==> config.mk <==
export PLATFORM = sky130hd
export DESIGN_NAME = i2cbl_boot_loader
export DESIGN_NICKNAME = d
export VERILOG_FILES = /design/src/pkg/i2cbl_pkg.sv /design/src/rtl/i2cbl_bit_engine.sv /design/src/rtl/i2cbl_boot_loader.sv
export SDC_FILE = /design/constraint.sdc
export NUM_CORES = 1
export LEC_CHECK = 0
export ABC_AREA = 1
export BUFFER_PORTS_ARGS = -buffer_cell sky130_fd_sc_hd__buf_2
export CAP_MARGIN = 10
export CORE_UTILIZATION = 65
export CTS_CLUSTER_SIZE = 8
export DETAILED_ROUTE_END_ITERATION = 8
export PLACE_DENSITY = 0.95
export SLEW_MARGIN = 40
export SYNTH_ARGS = -nofsm -noshare
export SYNTH_HDL_FRONTEND = slang
export SYNTH_SLANG_ARGS = --single-unit
==> constraint.sdc <==
create_clock -name clk -period 2.8 [get_ports clk]
set_clock_uncertainty 0.05 [all_clocks]
set_input_delay 0.42 -clock clk [delete_from_list [all_inputs] [get_ports clk]]
set_output_delay 0.42 -clock clk [all_outputs]
set_load 0.005 [all_outputs]
==> src/pkg/i2cbl_pkg.sv <==
// Purpose: Shared constants and types of the two-wire boot loader.
// Assumes: A 100 MHz system clock.
// Notes:   Identity defaults live as parameters of the top module.
`default_nettype none
package i2cbl_pkg;
   localparam int CLK_HZ       = 100_000_000;
   localparam int RATE_STD_HZ  = 100_000;
   localparam int RATE_FAST_HZ = 400_000;
   // A quarter bit rounds up so the bus never runs above its rate.
   localparam int QTR_STD  = (CLK_HZ + 4 * RATE_STD_HZ - 1)
                             / (4 * RATE_STD_HZ);
   localparam int QTR_FAST = (CLK_HZ + 4 * RATE_FAST_HZ - 1)
                             / (4 * RATE_FAST_HZ);
   localparam int QTR_W    = 9;

   localparam logic [7:0] SIG_IDS   = 8'hC0;
   localparam logic [7:0] SIG_IMAGE = 8'hC2;
   localparam logic [7:0] DEV_WRITE = 8'hA0;
   localparam logic [7:0] DEV_READ  = 8'hA1;
   localparam logic [7:0] MEM_ADDR_HI = 8'h00;
   localparam logic [7:0] MEM_ADDR_LO = 8'h00;

   localparam logic [15:0] IDX_SIG    = 16'h0000;
   localparam logic [15:0] IDX_VID_LO = 16'h0001;
   localparam logic [15:0] IDX_VID_HI = 16'h0002;
   localparam logic [15:0] IDX_PID_LO = 16'h0003;
   localparam logic [15:0] IDX_PID_HI = 16'h0004;
   localparam logic [15:0] IDX_DID_LO = 16'h0005;
   localparam logic [15:0] IDX_DID_HI = 16'h0006;
   localparam logic [15:0] IDX_CFG    = 16'h0007;
   localparam int          END_MARK_BIT = 7;

   localparam int RAM_AW = 14;

   typedef enum logic [1:0] {
      I2CBL_CMD_START,
      I2CBL_CMD_STOP,
      I2CBL_CMD_WRITE,
      I2CBL_CMD_READ
   } i2cbl_cmd_type;

   typedef enum logic [1:0] {
      I2CBL_SRC_NONE,
      I2CBL_SRC_IDS,
      I2CBL_SRC_IMAGE
   } i2cbl_src_type;
endpackage
`default_nettype wire

==> src/rtl/i2cbl_bit_engine.sv <==
// Purpose: Two-wire master bit engine: start, stop, byte write, byte read.
// Assumes: Open-drain pins; an enable high pulls the wire low.
// Notes:   Each bit is four quarters; a stretched clock stalls the count.
`default_nettype none
module i2cbl_bit_engine
(
   input  wire logic                 clk,
   input  wire logic                 resetn,
   input  wire logic                 cmdValid,
   input  wire i2cbl_pkg::i2cbl_cmd_type cmd,
   input  wire logic [7:0]           txByte,
   input  wire logic                 ackOut,
   input  wire logic                 fastMode,
   input  wire logic                 sclIn,
   input  wire logic                 sdaIn,
   output logic                      sclOe,
   output logic                      sdaOe,
   output logic                      busy,
   output logic                      done,
   output logic [7:0]                rxByte,
   output logic                      ackIn
);
   typedef enum logic [1:0] {
      ENG_IDLE,
      ENG_START,
      ENG_BIT,
      ENG_STOP
   } i2cbl_eng_state_type;

   typedef struct packed {
      i2cbl_eng_state_type          st;
      logic [i2cbl_pkg::QTR_W-1:0]  qcnt;
      logic [1:0]                   ph;
      logic [3:0]                   bitN;
      logic [8:0]                   sh;
      logic                         sclLow;
      logic                         sdaLow;
      logic                         done;
      logic [7:0]                   rx;
      logic                         ack;
      logic                         fast;
      logic [1:0]                   sclS;
      logic [1:0]                   sdaS;
   } i2cbl_eng_type;

   i2cbl_eng_type eng_r;
   i2cbl_eng_type eng_nxt;

   localparam logic [i2cbl_pkg::QTR_W-1:0] QMAX_STD =
      i2cbl_pkg::QTR_W'(i2cbl_pkg::QTR_STD - 1);
   localparam logic [i2cbl_pkg::QTR_W-1:0] QMAX_FAST =
      i2cbl_pkg::QTR_W'(i2cbl_pkg::QTR_FAST - 1);

   always_comb
   begin
      logic tick;
      logic stall;
      tick  = 1'b0;
      stall = 1'b0;
      eng_nxt      = eng_r;
      eng_nxt.done = 1'b0;
      eng_nxt.sclS = {eng_r.sclS[0], sclIn};
      eng_nxt.sdaS = {eng_r.sdaS[0], sdaIn};
      // A target holding the clock low delays the high phase.
      stall = !eng_r.sclLow && !eng_r.sclS[1];
      tick  = !stall && (eng_r.qcnt == (eng_r.fast ? QMAX_FAST : QMAX_STD));
      if (eng_r.st != ENG_IDLE)
      begin
         eng_nxt.qcnt = tick ? '0 : (stall ? eng_r.qcnt : eng_r.qcnt + 1'b1);
         if (tick)
         begin
            eng_nxt.ph = eng_r.ph + 1'b1;
         end
      end
      case (eng_r.st)
         ENG_IDLE:
         begin
            if (cmdValid)
            begin
               eng_nxt.fast = fastMode;
               eng_nxt.qcnt = '0;
               eng_nxt.ph   = 2'd0;
               eng_nxt.bitN = 4'd0;
               case (cmd)
                  i2cbl_pkg::I2CBL_CMD_START:
                  begin
                     eng_nxt.st     = ENG_START;
                     eng_nxt.sdaLow = 1'b0;
                  end
                  i2cbl_pkg::I2CBL_CMD_STOP:
                  begin
                     eng_nxt.st     = ENG_STOP;
                     eng_nxt.sdaLow = 1'b1;
                  end
                  i2cbl_pkg::I2CBL_CMD_READ:
                  begin
                     eng_nxt.st     = ENG_BIT;
                     eng_nxt.sh     = {8'hFF, ackOut};
                     eng_nxt.sdaLow = 1'b0;
                  end
                  default:
                  begin
                     eng_nxt.st     = ENG_BIT;
                     eng_nxt.sh     = {txByte, 1'b1};
                     eng_nxt.sdaLow = !txByte[7];
                  end
               endcase
            end
         end
         ENG_START:
         begin
            // Works both from an idle bus and as a repeated start.
            if (tick)
            begin
               case (eng_r.ph)
                  2'd0: eng_nxt.sclLow = 1'b0;
                  2'd1: eng_nxt.sdaLow = 1'b1;
                  2'd2: eng_nxt.sclLow = 1'b1;
                  default:
                  begin
                     eng_nxt.st   = ENG_IDLE;
                     eng_nxt.done = 1'b1;
                  end
               endcase
            end
         end
         ENG_BIT:
         begin
            if (tick)
            begin
               case (eng_r.ph)
                  2'd0: eng_nxt.sclLow = 1'b0;
                  2'd1:
                  begin
                     if (eng_r.bitN == 4'd8)
                     begin
                        eng_nxt.ack = !eng_r.sdaS[1];
                     end
                     else
                     begin
                        eng_nxt.rx = {eng_r.rx[6:0], eng_r.sdaS[1]};
                     end
                  end
                  2'd2: eng_nxt.sclLow = 1'b1;
                  default:
                  begin
                     if (eng_r.bitN == 4'd8)
                     begin
                        eng_nxt.st     = ENG_IDLE;
                        eng_nxt.done   = 1'b1;
                        eng_nxt.sdaLow = 1'b0;
                     end
                     else
                     begin
                        eng_nxt.bitN   = eng_r.bitN + 1'b1;
                        eng_nxt.sh     = {eng_r.sh[7:0], 1'b1};
                        eng_nxt.sdaLow = !eng_r.sh[7];
                     end
                  end
               endcase
            end
         end
         ENG_STOP:
         begin
            if (tick)
            begin
               case (eng_r.ph)
                  2'd0: eng_nxt.sclLow = 1'b0;
                  2'd1: eng_nxt.sdaLow = 1'b0;
                  2'd2: eng_nxt.sclLow = 1'b0;
                  default:
                  begin
                     eng_nxt.st   = ENG_IDLE;
                     eng_nxt.done = 1'b1;
                  end
               endcase
            end
         end
         default: eng_nxt.st = ENG_IDLE;
      endcase
   end

   always_ff @(posedge clk)
   begin
      if (!resetn)
      begin
         eng_r <= '{st: ENG_IDLE, sclS: 2'b11, sdaS: 2'b11, default: '0};
      end
      else
      begin
         eng_r <= eng_nxt;
      end
   end

   assign sclOe  = eng_r.sclLow;
   assign sdaOe  = eng_r.sdaLow;
   assign busy   = (eng_r.st != ENG_IDLE);
   assign done   = eng_r.done;
   assign rxByte = eng_r.rx;
   assign ackIn  = eng_r.ack;
endmodule
`default_nettype wire

==> src/rtl/i2cbl_boot_loader.sv <==
// Purpose: Power-up EEPROM probe and identity or boot image loader.
// Assumes: EEPROM answers at device address A0/A1 with a 16-bit pointer.
// Notes:   The processor is held until the load has finished.
//
// Behaviour
// - Bus master only, 100 or 400 kHz.
// - Probe at power-up; accept signature C0 or C2.
// - C0 loads identifiers in place of internal.
// - C2 copies EEPROM image into code RAM.
// - No EEPROM answers: use internal identifiers.
// - Internal release low three digits give revision.
// - USB runs at full speed only.
`default_nettype none
module i2cbl_boot_loader
#(
   parameter logic [15:0] DEF_VENDOR_ID  = 16'h1234, // Arbitrary value.
   parameter logic [15:0] DEF_PRODUCT_ID = 16'h5678, // Arbitrary value.
   parameter logic [3:0]  DEF_REL_TOP    = 4'h5,     // Arbitrary value.
   parameter logic [11:0] SILICON_REV    = 12'h001
)
(
   input  wire logic                          clk,
   input  wire logic                          resetn,
   input  wire logic                          fastMode,
   input  wire logic                          sclIn,
   input  wire logic                          sdaIn,
   output logic                               sclOut,
   output logic                               sclOe,
   output logic                               sdaOut,
   output logic                               sdaOe,
   output logic [15:0]                        vendorId,
   output logic [15:0]                        productId,
   output logic [15:0]                        deviceRelease,
   output i2cbl_pkg::i2cbl_src_type           bootSource,
   output logic                               bootDone,
   output logic                               cpuHold,
   output logic                               ramWe,
   output logic [i2cbl_pkg::RAM_AW-1:0]       ramAddr,
   output logic [7:0]                         ramData,
   output logic                               usbFullSpeed
);
   typedef enum logic [3:0] {
      BT_START,
      BT_DEVW,
      BT_AHI,
      BT_ALO,
      BT_RSTART,
      BT_DEVR,
      BT_READ,
      BT_LAST,
      BT_STOP,
      BT_DONE
   } i2cbl_boot_state_type;

   typedef enum logic [2:0] {
      PART_HDR,
      PART_LENH,
      PART_LENL,
      PART_ADRH,
      PART_ADRL,
      PART_DATA
   } i2cbl_part_type;

   typedef struct packed {
      i2cbl_boot_state_type      st;
      i2cbl_part_type            part;
      logic                      issued;
      logic                      fail;
      logic [15:0]               idx;
      logic [7:0]                sig;
      logic [15:0]               eeVid;
      logic [15:0]               eePid;
      logic [15:0]               eeDid;
      logic [15:0]               recLen;
      logic [15:0]               recAddr;
      logic [15:0]               vid;
      logic [15:0]               pid;
      logic [15:0]               did;
      i2cbl_pkg::i2cbl_src_type  src;
      logic                      done;
      logic                      hold;
      logic                      we;
      logic [i2cbl_pkg::RAM_AW-1:0] addr;
      logic [7:0]                data;
   } i2cbl_boot_type;

   localparam logic [15:0] DEF_RELEASE = {DEF_REL_TOP, SILICON_REV};

   i2cbl_boot_type boot_r;
   i2cbl_boot_type boot_nxt;

   logic                      cmdValid;
   i2cbl_pkg::i2cbl_cmd_type  cmd;
   logic [7:0]                txByte;
   logic                      ackOut;
   logic                      engBusy;
   logic                      engDone;
   logic [7:0]                rxByte;
   logic                      ackIn;

   i2cbl_bit_engine u_engine
   (
      .clk      (clk),
      .resetn   (resetn),
      .cmdValid (cmdValid),
      .cmd      (cmd),
      .txByte   (txByte),
      .ackOut   (ackOut),
      .fastMode (fastMode),
      .sclIn    (sclIn),
      .sdaIn    (sdaIn),
      .sclOe    (sclOe),
      .sdaOe    (sdaOe),
      .busy     (engBusy),
      .done     (engDone),
      .rxByte   (rxByte),
      .ackIn    (ackIn)
   );

   always_comb
   begin
      boot_nxt    = boot_r;
      boot_nxt.we = 1'b0;
      cmd         = i2cbl_pkg::I2CBL_CMD_WRITE;
      txByte      = 8'hFF;
      ackOut      = 1'b0;
      case (boot_r.st)
         BT_START, BT_RSTART: cmd = i2cbl_pkg::I2CBL_CMD_START;
         BT_DEVW:   txByte = i2cbl_pkg::DEV_WRITE;
         BT_AHI:    txByte = i2cbl_pkg::MEM_ADDR_HI;
         BT_ALO:    txByte = i2cbl_pkg::MEM_ADDR_LO;
         BT_DEVR:   txByte = i2cbl_pkg::DEV_READ;
         BT_READ:   cmd = i2cbl_pkg::I2CBL_CMD_READ;
         BT_LAST:
         begin
            // A final not-acknowledged read frees the bus for the stop.
            cmd    = i2cbl_pkg::I2CBL_CMD_READ;
            ackOut = 1'b1;
         end
         BT_STOP:   cmd = i2cbl_pkg::I2CBL_CMD_STOP;
         default:   cmd = i2cbl_pkg::I2CBL_CMD_WRITE;
      endcase
      cmdValid = (boot_r.st != BT_DONE) && !boot_r.issued && !engBusy;
      if (cmdValid)
      begin
         boot_nxt.issued = 1'b1;
      end
      if (engDone)
      begin
         boot_nxt.issued = 1'b0;
         case (boot_r.st)
            BT_START:  boot_nxt.st = BT_DEVW;
            BT_RSTART: boot_nxt.st = BT_DEVR;
            BT_DEVW, BT_AHI, BT_ALO, BT_DEVR:
            begin
               if (!ackIn)
               begin
                  boot_nxt.fail = 1'b1;
                  boot_nxt.st   = BT_STOP;
               end
               else if (boot_r.st == BT_DEVW)
               begin
                  boot_nxt.st = BT_AHI;
               end
               else if (boot_r.st == BT_AHI)
               begin
                  boot_nxt.st = BT_ALO;
               end
               else if (boot_r.st == BT_ALO)
               begin
                  boot_nxt.st = BT_RSTART;
               end
               else
               begin
                  boot_nxt.st = BT_READ;
               end
            end
            BT_READ:
            begin
               boot_nxt.idx = boot_r.idx + 1'b1;
               case (boot_r.part)
                  PART_HDR:
                  begin
                     case (boot_r.idx)
                        i2cbl_pkg::IDX_SIG:
                        begin
                           boot_nxt.sig = rxByte;
                           if (rxByte != i2cbl_pkg::SIG_IDS &&
                               rxByte != i2cbl_pkg::SIG_IMAGE)
                           begin
                              boot_nxt.fail = 1'b1;
                              boot_nxt.st   = BT_LAST;
                           end
                        end
                        i2cbl_pkg::IDX_VID_LO: boot_nxt.eeVid[7:0]  = rxByte;
                        i2cbl_pkg::IDX_VID_HI: boot_nxt.eeVid[15:8] = rxByte;
                        i2cbl_pkg::IDX_PID_LO: boot_nxt.eePid[7:0]  = rxByte;
                        i2cbl_pkg::IDX_PID_HI: boot_nxt.eePid[15:8] = rxByte;
                        i2cbl_pkg::IDX_DID_LO: boot_nxt.eeDid[7:0]  = rxByte;
                        i2cbl_pkg::IDX_DID_HI: boot_nxt.eeDid[15:8] = rxByte;
                        default:
                        begin
                           // The configuration byte closes the header.
                           if (boot_r.sig == i2cbl_pkg::SIG_IDS)
                           begin
                              boot_nxt.st = BT_LAST;
                           end
                           else
                           begin
                              boot_nxt.part = PART_LENH;
                           end
                        end
                     endcase
                  end
                  PART_LENH:
                  begin
                     boot_nxt.recLen[15:8] = rxByte;
                     boot_nxt.part = PART_LENL;
                     if (rxByte[i2cbl_pkg::END_MARK_BIT])
                     begin
                        boot_nxt.st = BT_LAST;
                     end
                  end
                  PART_LENL:
                  begin
                     boot_nxt.recLen[7:0] = rxByte;
                     boot_nxt.part = PART_ADRH;
                  end
                  PART_ADRH:
                  begin
                     boot_nxt.recAddr[15:8] = rxByte;
                     boot_nxt.part = PART_ADRL;
                  end
                  PART_ADRL:
                  begin
                     boot_nxt.recAddr[7:0] = rxByte;
                     boot_nxt.part = (boot_r.recLen == 16'h0000) ?
                                     PART_LENH : PART_DATA;
                  end
                  default:
                  begin
                     boot_nxt.we   = 1'b1;
                     boot_nxt.addr = boot_r.recAddr[i2cbl_pkg::RAM_AW-1:0];
                     boot_nxt.data = rxByte;
                     boot_nxt.recAddr = boot_r.recAddr + 1'b1;
                     boot_nxt.recLen  = boot_r.recLen - 1'b1;
                     if (boot_r.recLen == 16'h0001)
                     begin
                        boot_nxt.part = PART_LENH;
                     end
                  end
               endcase
            end
            BT_LAST: boot_nxt.st = BT_STOP;
            BT_STOP:
            begin
               boot_nxt.st   = BT_DONE;
               boot_nxt.done = 1'b1;
               boot_nxt.hold = 1'b0;
               if (boot_r.fail)
               begin
                  boot_nxt.src = i2cbl_pkg::I2CBL_SRC_NONE;
               end
               else
               begin
                  boot_nxt.vid = boot_r.eeVid;
                  boot_nxt.pid = boot_r.eePid;
                  boot_nxt.did = boot_r.eeDid;
                  boot_nxt.src = (boot_r.sig == i2cbl_pkg::SIG_IDS) ?
                                 i2cbl_pkg::I2CBL_SRC_IDS :
                                 i2cbl_pkg::I2CBL_SRC_IMAGE;
               end
            end
            default: boot_nxt.st = BT_DONE;
         endcase
      end
   end

   always_ff @(posedge clk)
   begin
      if (!resetn)
      begin
         boot_r <= '{st: BT_START, part: PART_HDR,
                     vid: DEF_VENDOR_ID, pid: DEF_PRODUCT_ID, hold: 1'b1,
                     did: DEF_RELEASE, src: i2cbl_pkg::I2CBL_SRC_NONE,
                     default: '0};
      end
      else
      begin
         boot_r <= boot_nxt;
      end
   end

   // The wires are only ever pulled low; no target logic exists here.
   assign sclOut        = 1'b0;
   assign sdaOut        = 1'b0;
   assign vendorId      = boot_r.vid;
   assign productId     = boot_r.pid;
   assign deviceRelease = boot_r.did;
   assign bootSource    = boot_r.src;
   assign bootDone      = boot_r.done;
   assign cpuHold       = boot_r.hold;
   assign ramWe         = boot_r.we;
   assign ramAddr       = boot_r.addr;
   assign ramData       = boot_r.data;
   assign usbFullSpeed  = 1'b1;
endmodule
`default_nettype wire

Word level (Yosys, flattened, before mapping)
Index checks and enable logic that the tools add are counted.
- flip-flop bits (word level): 230
- input port bits: 5
- output and inout port bits: 80
- logic and storage cells: 244
- $add $sub $neg: 6
- equal/unequal tests: 56
- multiplexer cells: 67
- bitwise operators: 8
- reductions and logical operators: 69
- operators with widths (kind ; number):
    $pmux W8 S2 ; 4
    $eq A16 B3 Y1 const B ; 3
    $reduce_and A4 Y1 ; 9
    $add A16 B1 Y16 const B ; 2
    $eq A16 B1 Y1 const B ; 2
    $eq A16 B2 Y1 const B ; 2
    $logic_not A16 Y1 ; 2
    $mux W9 ; 3
    $mux W13 ; 2
    $mux W26 ; 1
    $pmux W13 S2 ; 1
    $mux W25 ; 1
    $mux W4 ; 6
    $ne A2 B2 Y1 const B ; 12
    $pmux W8 S3 ; 1
    $reduce_and A6 Y1 ; 4
    $mux W23 ; 1
    $mux W11 ; 2
    $reduce_and A3 Y1 ; 7
    $mux W2 ; 10
    $pmux W4 S5 ; 1
    $reduce_or A4 Y1 ; 5
    $mux W3 ; 6
    $pmux W9 S2 ; 1
    other kinds (48) ; 118

Logic depth before layout (Yosys ltp)
Gate-level depths: netlist (run 1).
- word-level depth: 8
- gate-level depth with buffers: 12
- mapped depth without buffers: 12

By module
A second synthesis (run 1) with hierarchy kept.
- cell total of the unflattened synthesis: 1478
- area total of the unflattened synthesis: 10970.5 um2
- by module, submodules not included (module ; times used ; cells each ; area each (um2) ; seq. area each (um2)):
    i2cbl_boot_loader ; 1 ; 1146 ; 8729.6 ; 3723.6
    i2cbl_bit_engine ; 1 ; 332 ; 2240.9 ; 840.8

Worst setup path after synthesis (run 1)
OpenSTA, ideal clock, no wires.
- path type: flip-flop to flip-flop
- from: register u_engine.eng_r[41] in the netlist's numbering
- to: register u_engine.eng_r (netlist bit u_engine.rxByte[7])
- setup time: 70 ps
- arrival time: 1674 ps
- required time: 2680 ps
- setup slack: 1006 ps
- stages on the path, launching flop included: 10
- buffers on the path: 1
- clock period less this slack: 1794 ps
- cells stage by stage: dfxtp_1 -> inv_1 -> ha_1 -> inv_2 -> nor2_1 -> inv_2 -> nor3_2 -> buf_2 -> o21ai_0 -> a21oi_1
- word-level cells in the longest chain between the ends: 2
- RTL lines (element ; RTL line ; source):
    from (decl) ; i2cbl_bit_engine.sv:46 ; i2cbl_eng_type eng_r;
    from (signal assigned) ; i2cbl_bit_engine.sv:191 ; eng_r <= eng_nxt;
    $eq A2 B2 Y1 ; i2cbl_bit_engine.sv:75 ; case (eng_r.st)
    $reduce_and A4 Y1 (no source line) ; - ;
Every way passes these cells.
A chain may end at the register's enable or synchronous reset.

Worst setup path in the final report (run 1)
- from: register boot_r[187] in the netlist's numbering
- to: register boot_r[175] in the netlist's numbering
- word-level cells in the longest chain between the ends: 2
- RTL lines (element ; RTL line ; source):
    from (decl) ; i2cbl_boot_loader.sv:89 ; i2cbl_boot_type boot_r;
    from (signal assigned) ; i2cbl_boot_loader.sv:283 ; boot_r <= '{st: BT_START, part: PART_HDR,
    from (signal assigned) ; i2cbl_boot_loader.sv:290 ; boot_r <= boot_nxt;
    $eq A4 B3 Y1 ; i2cbl_boot_loader.sv:151 ; case (boot_r.st)
    $reduce_and A2 Y1 (no source line) ; - ;
Every way passes these cells.

==> results by group, run 1 <==
Outcome
  – Status: complete, no violations

Worst hold path
  – Min-delay src: sclIn
  – Hold WC Path Type: in2reg

STA
  – Max-slew violation count: 0
  – Worst rel slew slack: roughly 57%
  – Final setup vio count: 0
  – Tmin final: ~2200 ps
  – Worst-Margin Slew: between 600 and 700 ps
  – Worst hold slack: just under 60 ps
  – Max Fclk: 452 MHz
  – Period utilisation layout: between 70% and 80%
  – RSZ-0062 raised after global routing: no
  – Final hold violation count: 0
  – Setup tns final: 0 ps

Worst setup path
  – Worst path arrival time: about 2500 ps
  – CP max stage delay: about 340 ps
  – Cell family with most CP delay: simple AND/OR/NAND/NOR gates
  – CP cell instances: inv_1, nand4_4, inv_2, nand2_1, nor2_2, nand2_1, nor2_1, nand2_1, o21ai_0, a21oi_1
  – Critical Path End Type: flip-flop
  – CP Buf/Inv Count: 2
  – CP max stage cell: dfxtp_1
  – CP Max Fanout: 11
  – Startpoint types: flip-flop
  – Critical path type: reg2reg
  – Data required, critical path: approximately 3100 ps
  – CP most frequent cell: nand2_1
  – CP Launch Point: boot_r[187]
  – R2r startpoint: boot_r[187]

Synth
  – Yosys top cell area share: 42.8%
  – Synth Cell Area: 0.0107 sq mm
  – Post-Synthesis Cells: around 1500
  – Distinct cells, synth: between 40 and 50
  – Yosys reg bits: between 200 and 250
  – Ys flop type: dfxtp_1
  – Ys async rst share: 0%
  – Average size of a mapped cell: about 7.3 sq um
  – Leading area contributor after synthesis: dfxtp_1
  – Ys Warns: 0
  – Register area share after synthesis: ~43%
  – Number of synthesized flops with an enable pin: 0
  – Synth top area cells: dfxtp_1 (43%), nand2_1 (8.5%), nor2_1 (8.3%), o21ai_0 (6.1%), buf_4 (5.8%)

Power and ir drop
  – Clock share of power: approximately 45%
  – Peak supply drop: 0.000565 V
  – P_int: 5.95 mW
  – Leak pwr: about 5 nW
  – Sw Ratio: a little over a quarter
  – P_sw: between 2 and 2.5 mW
  – Seq pwr share: between 40% and 50%
  – Pwr Density: ~700 mW/mm^2
  – Logic pwr share: 12.0%

Clock network
  – Root Driver: clkbuf_16
  – Maximum clock path buffer count: 3
  – CTS tree: yes
  – Postcts setup bufs: 0
  – Clock Latency Late Sink: 500 ps
  – H-tree levels: 2
  – Inserted Clock Buffers: 34
  – Clock sinks: roughly 230
  – Post-CTS sizing: 0
  – # hold bufs at CTS: 0
  – Clock-pin slew on the worst setup and hold paths: around 50 ps

Detailed routing
  – Residual DRC: 0
  – Iter 0 DRT Violations: 924
  – Vias per inst: a little under 6
  – Drt first pass iters: 9
  – Wire length per cell: 15.3 um
  – Vias: around 9700
  – Final wirelength: 25600 um
  – Antenna-violating nets left: 0

Floorplanning
  – Die Width: about 130 um
  – # rows: 46
  – Ports: 85
  – Core area: around 0.016 sq mm
  – Die Y: 130 um
  – Starting Density: 66.9%
  – Die footprint: roughly 0.017 sq mm

Cells and area
  – Most common cell after layout, fill and taps aside: nand2_1
  – Fraction of layout cells with a size suffix above 1: 12.1%
  – # diodes: 0
  – Layout area overhead: 8.27%
  – Fillers: 1120
  – Most frequent cells in the layout: nand2_1 (242), nor2_1 (237), dfxtp_1 (228)
  – Final #Nets: around 1500

Place
  – GP Congestion: ~0.92
  – HPWL Detailed: 15900 um
  – Port bufs: 81

GRT
  – Global Route Usage Sum: 30.0%
  – Vias in the first global route: around 8900
  – Gr ovfl total: 0
  – Initial antenna violation count: 0
  – First-pass GRT wire length: about 40000 um
  – Largest net degree at the start of global routing: 82

Run
  – Number of max-cap violations: 0
[worst register-to-register path, delay by kind of cell, from the launching register on]
| kind | cells | cell delay (ps) |
|---|---|---|
| buf+inv | 2 | 340 |
| flops | 1 | 340 |
| compound gates | 2 | 220 |
| simple gates | 6 | 1130 |
[sequential cells by signal (all words and copies together) (netlist names)]
name and cells:
u_engine.sclOe 1, bootSource 2, deviceRelease 16, u_engine.sdaOe 1, vendorId 16, u_engine.eng_r 28
productId 16, cpuHold 1, bootDone 1, ramAddr 14, u_engine.rxByte 8, ramData 8
boot_r 111, u_engine.ackIn 1, ramWe 1, u_engine.eng_nxt 2, u_engine.done 1
[layer usage]
metal	global-route usage [%]	wire, um	vias to the layer above
met5	0	0	-
met4	17.2	1240	0
met3	5.49	2000	111
met2	52.2	12200	453
met1	34.6	10100	4430
li1	-	-	4669
[path summary, 6_finish.rpt]
path	endpoint	slack (ps)	depth (start not counted)
worst max register to register	boot_r[175]	590	10
worst max-delay path	boot_r[175]	590	10
worst min register to register	u_engine.eng_r[1]	360	1
worst min-delay path	u_engine.eng_nxt[3]	60	2
[kinds of logic after synthesis]
family	synth area share (%)
fa+ha+maj	2.23
other cells	0.0704
flops	42.8
compound gates	16.9
buf+inv	12.6
xor+xnor	1.23
simple gates	24.2
[synth_stat cells, types with 3 or more instances]
cell type,n
o2111ai_1,3
nor3_1,21
buf_4,83
a211oi_1,52
xnor2_1,3
nor2_4,11
inv_1,117
o22ai_1,5
nor2_2,10
or2_2,5
nor2_1,237
nand3_1,58
o21ai_1,8
o211ai_1,3
xor2_1,12
ha_1,19
o21ai_0,130
buf_2,16
nand4_1,11
clkbuf_1,38
a31oi_1,4
a21oi_1,105
inv_2,11
nand2_1,242
dfxtp_1,228
[area by class of cell]
type / count / area, sq um / area share (%)
well taps: 216 / 270 / 2.34
inverters: 129 / 484 / 4.19
flip-flops and latches: 228 / 4560 / 39.5
clock inverters: 3 / 58.8 / 0.509
repair buffers: 94 / 531 / 4.59
clock buffers: 35 / 876 / 7.58
multi-input cells: 964 / 4770 / 41.3
[power groups by stage]
stage | registers, mW | logic [mW] | clock network (mW)
after global placement | 3.48 | 0.874 | 0
final | 3.44 | 0.966 | 3.66
after CTS | 3.43 | 0.944 | 3.68
after global routing | 3.44 | 1.07 | 3.83
after floorplan | 3.47 | 0.747 | 0
after detailed placement | 3.49 | 0.914 | 0
[metrics by stage]
step	area [sq um]	setup WS, ps	instances	power [mW]	utilization, %
2_1_floorplan	10700	1010	1459	4.22	-
3_3_place_gp	10600	747	1631	4.35	66.6
3_5_place_dp	10600	675	1631	4.40	66.6
4_1_cts	11600	637	1669	8.06	72.5
5_1_grt	11600	378	1669	8.34	72.5
6_report	11600	589	1669	8.06	72.5
Note: power is estimated with default switching activity, not from simulation.
==> run 2, diff against run 1 <==
CORE_UTILIZATION = 54   (was 65)
PLACE_DENSITY = 0.87   (was 0.95)
clock period = 1.9 ns   (was 2.8 ns; I/O delays follow)
==> run 2 against run 1 <==
  * Clock power is 44% higher
  * Highest routed layer unchanged
  * Clock-buffer cell count grew 1
  * Hold slack lost 47 ps
  * Critical path type unchanged
  * Via count grew 0.53%
  * Cell count up 6.5%
  * Total power is 48% higher
  * Cell area grew 6.2%
==> results by group, run 2 (synthesis gave the netlist of run 1 again) <==
Clock network
  – H-tree levels: 2 (unchanged)
  – Clock Latency Late Sink: 500 ps (about the same)
  – Root Driver: clkbuf_16 (unchanged)
  – Inserted Clock Buffers: 34 (unchanged)
  – Clock sinks: 228 (unchanged)
  – Maximum clock path buffer count: 3 (unchanged)
  – CTS tree: yes (unchanged)
  – Clock-pin slew on the worst setup and hold paths: 50 ps (about the same)

STA
  – Setup tns final: 0 ps (unchanged)
  – Worst rel slew slack: 60.9% (was 57.4%)
  – Final hold violation count: 0 (unchanged)
  – Max Fclk: 539 MHz (was 452 MHz)
  – Final setup vio count: 0 (unchanged)
  – RSZ-0062 raised after global routing: yes (was no)
  – Max-slew violation count: 0 (unchanged)
  – Worst hold slack: 11.6 ps (was 58.7 ps)
  – Tmin final: 1850 ps (was 2210 ps)
  – Period utilisation layout: 97.6% (was 79.0%)
  – Worst-Margin Slew: 587 ps (was 638 ps)

Worst hold path
  – Hold WC Path Type: in2reg (unchanged)

Power and ir drop
  – Pwr Density: 974 mW/mm^2 (was 698 mW/mm^2)
  – Leak pwr: 5.31 nW (was 4.97 nW)
  – Peak supply drop: 0.000683 V (was 0.000565 V)

Detailed routing
  – Vias per inst: 5.46 (was 5.79)
  – Residual DRC: 0 (unchanged)
  – Vias: 9714 (was 9663)
  – Final wirelength: 26000 um (was 25600 um)
  – Wire length per cell: 14.6 um (was 15.3 um)
  – Antenna-violating nets left: 0 (unchanged)
  – Drt first pass iters: 6 (was 9)
  – Iter 0 DRT Violations: 685 (was 924)

Cells and area
  – Final #Nets: 1534 (was 1475)
  – Most frequent cells in the layout: nand2_1 (237), nor2_1 (229), dfxtp_1 (224) (was nand2_1 (242), nor2_1 (237), dfxtp_1 (228))
  – Largest regs: boot_r (111), u_engine.eng_r (28) (unchanged)
  – Layout area overhead: 15.0% (was 8.27%)
  – Fraction of layout cells with a size suffix above 1: 17.1% (was 12.1%)
  – # diodes: 0 (unchanged)
  – Max reg flops: 111 (unchanged)
  – Final core occ: 63.3% (was 72.5%)
  – Top reg by flops: boot_r (unchanged)
  – Final instance area: 0.0123 sq mm (was 0.0116 sq mm)
  – Most common cell after layout, fill and taps aside: nand2_1 (unchanged)

Run
  – Number of max-cap violations: 0 (unchanged)

GRT
  – Initial antenna violation count: 0 (unchanged)
  – Gr ovfl total: 0 (unchanged)
  – Vias in the first global route: 8892 (was 8948)
  – First-pass GRT wire length: 41500 um (was 40900 um)
  – Largest net degree at the start of global routing: 83 (was 82)
  – Global Route Usage Sum: 25.1% (was 30.0%)

Worst setup path
  – Path depth of the worst reg2reg path: 9 (was 10)
  – Flop-to-flop setup slack: 50 ps (was 590 ps)
  – Critical path type: reg2reg (unchanged)
  – Critical R2R Capture: u_engine.eng_r[34] (was boot_r[175])
  – Startpoint types: flip-flop (unchanged)
  – CP Max Fanout: 8 (was 11)
  – R2r startpoint: u_engine.eng_r[42] (was boot_r[187])
  – Worst path arrival time: 2180 ps (was 2530 ps)
  – CP Launch Point: u_engine.eng_r[42] (was boot_r[187])
  – Worst setup path endpoint: u_engine.eng_r[34] (was boot_r[175])
  – Critical Path End Type: flip-flop (unchanged)
  – Data required, critical path: 2230 ps (was 3120 ps)

Place
  – Port bufs: 81 (unchanged)
  – HPWL Detailed: 16700 um (was 15900 um)
  – GP Congestion: 0.889 (was 0.919)
  – Placement Cell Area: 0.0110 sq mm (was 0.0106 sq mm)

Floorplanning
  – Die Width: 143 um (was 130 um)
  – Starting Density: 55.0% (was 66.9%)
  – Die Y: 143 um (was 130 um)
  – # rows: 51 (was 46)
  – Core area: 0.0194 sq mm (was 0.0159 sq mm)
  – Ports: 85 (unchanged)
  – Die footprint: 0.0203 sq mm (was 0.0169 sq mm)

Outcome
  – Status: complete, no violations (unchanged)
run 2: changes by cell type in the layout (fill, tap and decap cells not counted), moves of 5 or more:
cell and delta:
buf_12 +8, buf_4 +48, nor2_1 -8, nand2_1 -5, nor2_4 +5
run 2: worst max-delay path, cell delays in order, from the launching register on:
cell     delay, ps
dfxtp_1        340
inv_1          120
ha_2           290
inv_1          100
nor2_1         260
inv_1           90
nand2_1         90
inv_1           50
nand2_1        250
nor2_1          80
run 2: metrics by stage:
step	worst slack (ps)	power (mW)	instances
after floorplan	106	6.22	1459
after global placement	68.5	6.51	1722
after detailed placement	0.246	6.59	1722
after CTS	20.8	11.9	1763
after global routing	-90.1	12.4	1778
final	46.0	12.0	1778
run 2: cell type report:
class	instances	area [sq um]
multi-input cells	964	4870
inverters	129	487
clock inverters	3	33.8
repair buffers	153	1100
flip-flops and latches	228	4570
clock buffers	36	880
fillers	1573	7130
well taps	265	332
run 2: what timing repair did:
| item | in CTS | in global routing |
|---|---|---|
| gates cloned | 0 | 1 |
| buffers inserted | 0 | 14 |
| resized for setup | 3 | 35 |
| pin swaps | 0 | 8 |
| hold buffers | 2 | 0 |
| endpoints found under the hold margin | 2 | 0 |
| endpoints found under the setup margin | 4 | 117 |
run 2: per-layer routing:
layer / global-route usage [%] / share of wire, % / up-vias
met5: 0 / 0 / -
met3: 4.54 / 6.4 / 82
li1: - / - / 4780
met4: 11.6 / 3.0 / 0
met1: 30.3 / 42 / 4499
met2: 43.3 / 49 / 353
run 2: report_power, final:
| group | internal, mW | switching (mW) |
|---|---|---|
| clock | 3.26 | 2.01 |
| sequential | 4.96 | 0.102 |
| combinational | 0.552 | 1.08 |
run 2: how the worst min path moves through the flow:
stage                         from             endpoint  slack (ps)  cells past startpoint
6_report                  fastMode    u_engine.eng_r[4]          10                      3
5_1_grt                   fastMode    u_engine.eng_r[4]          70                      3
4_1_cts                   fastMode    u_engine.eng_r[4]           4                      3
3_5_place_dp   u_engine.eng_nxt[3]    u_engine.eng_r[3]         380                      1
3_3_place_gp   u_engine.eng_nxt[3]    u_engine.eng_r[3]         350                      1
2_1_floorplan                sdaIn  u_engine.eng_nxt[1]         340                      1
==> run 3, diff against run 2 <==
CORE_ASPECT_RATIO = 0.5   (was not set)
SETUP_SLACK_MARGIN = 0.05   (was not set)
==> run 3 against run 2 <==
  * Non-clock buffer count up 15
  * Sequential share of layout area fell by 0.68 points
  * Register-to-register slack barely moved
  * Clock-buffer cell count decreased by 1
  * Die area increased by 0.16%
  * Sequential power about the same
==> results by group, run 3 (synthesis gave the netlist of run 1 again) <==
Outcome
  – Status: complete, no violations (unchanged)

Worst setup path
  – Critical path type: reg2reg (unchanged)
  – Data required, critical path: 2240 ps (was 2230 ps)
  – CP Max Fanout: 4 (was 8)
  – Critical Path End Type: flip-flop (unchanged)
  – R2r startpoint: u_engine.eng_r[32] (was u_engine.eng_r[42])
  – Startpoint types: flip-flop (unchanged)
  – CP Launch Point: u_engine.eng_r[32] (was u_engine.eng_r[42])
  – Path depth of the worst reg2reg path: 10 (was 9)
  – Worst path arrival time: 2200 ps (was 2180 ps)

Clock network
  – Clock sinks: 228 (unchanged)
  – Clock-pin slew on the worst setup and hold paths: 50 ps (about the same)
  – H-tree levels: 2 (unchanged)
  – Clock Latency Late Sink: 510 ps (was 500 ps)
  – CTS tree: yes (unchanged)
  – Maximum clock path buffer count: 3 (unchanged)
  – Inserted Clock Buffers: 34 (unchanged)
  – Root Driver: clkbuf_16 (unchanged)

GRT
  – Global Route Usage Sum: 26.7% (was 25.1%)
  – Gr ovfl total: 0 (unchanged)
  – Largest net degree at the start of global routing: 78 (was 83)
  – Vias in the first global route: 9189 (was 8892)
  – First-pass GRT wire length: 44100 um (was 41500 um)
  – Initial antenna violation count: 0 (unchanged)

Cells and area
  – Max reg flops: 111 (unchanged)
  – Fraction of layout cells with a size suffix above 1: 19.9% (was 17.1%)
  – Most frequent cells in the layout: nand2_1 (233), nor2_1 (225), dfxtp_1 (217) (was nand2_1 (237), nor2_1 (229), dfxtp_1 (224))
  – Largest regs: boot_r (111), u_engine.eng_r (28) (unchanged)
  – Final instance area: 0.0125 sq mm (was 0.0123 sq mm)
  – Layout area overhead: 17.4% (was 15.0%)
  – Multi-input logic area: 0.00500 sq mm (was 0.00487 sq mm)
  – Storage cell area: 0.00458 sq mm (was 0.00457 sq mm)
  – Most common cell after layout, fill and taps aside: nand2_1 (unchanged)
  – Fillers: 1495 (was 1573)
  – Top reg by flops: boot_r (unchanged)
  – Final #Nets: 1550 (was 1534)
  – # diodes: 0 (unchanged)

Power and ir drop
  – P_sw: 3.41 mW (was 3.19 mW)
  – Logic pwr share: 15.1% (was 13.6%)
  – Final Power: 12.4 mW (was 12.0 mW)
  – P_int: 9.02 mW (was 8.76 mW)
  – Sw Ratio: 27.5% (was 26.7%)
  – Clock share of power: 44.1% (about the same)
  – Pwr Density: 992 mW/mm^2 (was 974 mW/mm^2)
  – Seq pwr share: 40.8% (was 42.3%)
  – Leak pwr: 5.46 nW (was 5.31 nW)
  – Peak supply drop: 0.000544 V (was 0.000683 V)

STA
  – Max-slew violation count: 0 (unchanged)
  – Worst-Margin Slew: 719 ps (was 587 ps)
  – Worst rel slew slack: 52.0% (was 60.9%)
  – Final setup vio count: 0 (unchanged)
  – Tmin final: 1860 ps (was 1850 ps)
  – Max Fclk: 538 MHz (was 539 MHz)
  – Setup tns final: 0 ps (unchanged)
  – Period utilisation layout: 97.8% (was 97.6%)
  – Final hold violation count: 0 (unchanged)
  – Final WS setup: 42.3 ps (was 46.0 ps)
  – RSZ-0062 raised after global routing: yes (unchanged)

Floorplanning
  – Die Y: 101 um (was 143 um)
  – Die footprint: 0.0204 sq mm (was 0.0203 sq mm)
  – # rows: 35 (was 51)
  – Core area: 0.0189 sq mm (was 0.0194 sq mm)
  – Ports: 85 (unchanged)
  – Die Width: 201 um (was 143 um)
  – Starting Density: 56.5% (was 55.0%)

Detailed routing
  – Wire length per cell: 16.0 um (was 14.6 um)
  – Vias per inst: 5.52 (was 5.46)
  – Post-Route M1 WL: 12300 um (was 10900 um)
  – Met3 wire len: 2190 um (was 1670 um)
  – Iter 0 DRT Violations: 701 (was 685)
  – Residual DRC: 0 (unchanged)
  – Antenna-violating nets left: 0 (unchanged)
  – Max Used Layer: met4 (unchanged)
  – Drt first pass iters: 5 (was 6)
  – Vias: 9865 (was 9714)
  – Final wirelength: 28500 um (was 26000 um)
  – Met2 wire length: 13300 um (was 12700 um)

Worst hold path
  – Cells on Worst Hold Path: 3 (unchanged)
  – Hold WC Path Type: in2reg (unchanged)
  – Min-delay src: fastMode (unchanged)

Place
  – Port bufs: 81 (unchanged)
  – Post-Place Worst Slack: -39.2 ps (was 0.246 ps)
  – HPWL Detailed: 18200 um (was 16700 um)
  – GP Congestion: 0.924 (was 0.889)
  – Placement Cell Area: 0.0110 sq mm (about the same)

Run
  – Number of max-cap violations: 0 (unchanged)
-- run 3: cell count changes in the layout (fill, tap and decap cells not counted), sizes merged --
cell,before,now
clkbuf,37,35
bufinv,0,1
nand3,59,60
clkinv,2,1
buf,150,166
-- run 3: stage by stage --
stage               cells  hold WS (ps)  util [%]
floorplan            1459           342         -
global placement     1719           346      58.5
detailed placement   1719           367      58.5
CTS                  1768          10.5      64.1
global route         1787          46.6      66.4
finish               1787          26.1      66.4
-- run 3: final timing paths --
check | endpoint | slack, ps
hold reg to reg | u_engine.eng_r[1] | 380
setup / recovery | u_engine.eng_r[31] | 40
hold / removal | u_engine.eng_r[4] | 30
setup reg to reg | u_engine.eng_r[31] | 40
-- run 3: critical path, stage by stage (launching register included) --
cell and delay, ps:
dfxtp_1 330, inv_2 100, nand3_2 90, o21ai_2 260
nand3_4 160, buf_4 180, inv_1 80, nand2_1 100
buf_4 160, o21ai_0 170, a21oi_1 60
-- run 3: what timing repair did --
item                                    in CTS  in global routing
endpoints found under the setup margin      29                169
hold buffers                                 2                  0
pin swaps                                    3                 17
cloned                                       0                  2
resized for setup                           11                 70
setup buffers                                9                 17
endpoints found under the hold margin        2                  0
-- run 3: power groups by stage --
stage                     combinational (mW)  sequential (mW)  clock (mW)
after floorplan                         1.10             5.12           0
after global placement                  1.37             5.13           0
after detailed placement                1.45             5.14           0
after CTS                               1.50             5.05        5.53
after global routing                    2.10             5.07        5.77
final                                   1.88             5.07        5.48
-- run 3: cell type report --
type,instances,area share [%]
Tap cell,259,2.59
Multi-Input combinational cell,965,39.9
Timing Repair Buffer,168,9.58
Sequential cell,228,36.6
Clock inverter,3,0.469
Inverter,129,3.88
Clock buffer,35,6.99
-- run 3: layer usage --
| layer | GRT usage (%) | vias to the layer above |
|---|---|---|
| met5 | 0 | - |
| met4 | 9.10 | 0 |
| met3 | 6.47 | 73 |
| met2 | 45.5 | 369 |
| met1 | 33.7 | 4593 |
| li1 | - | 4830 |
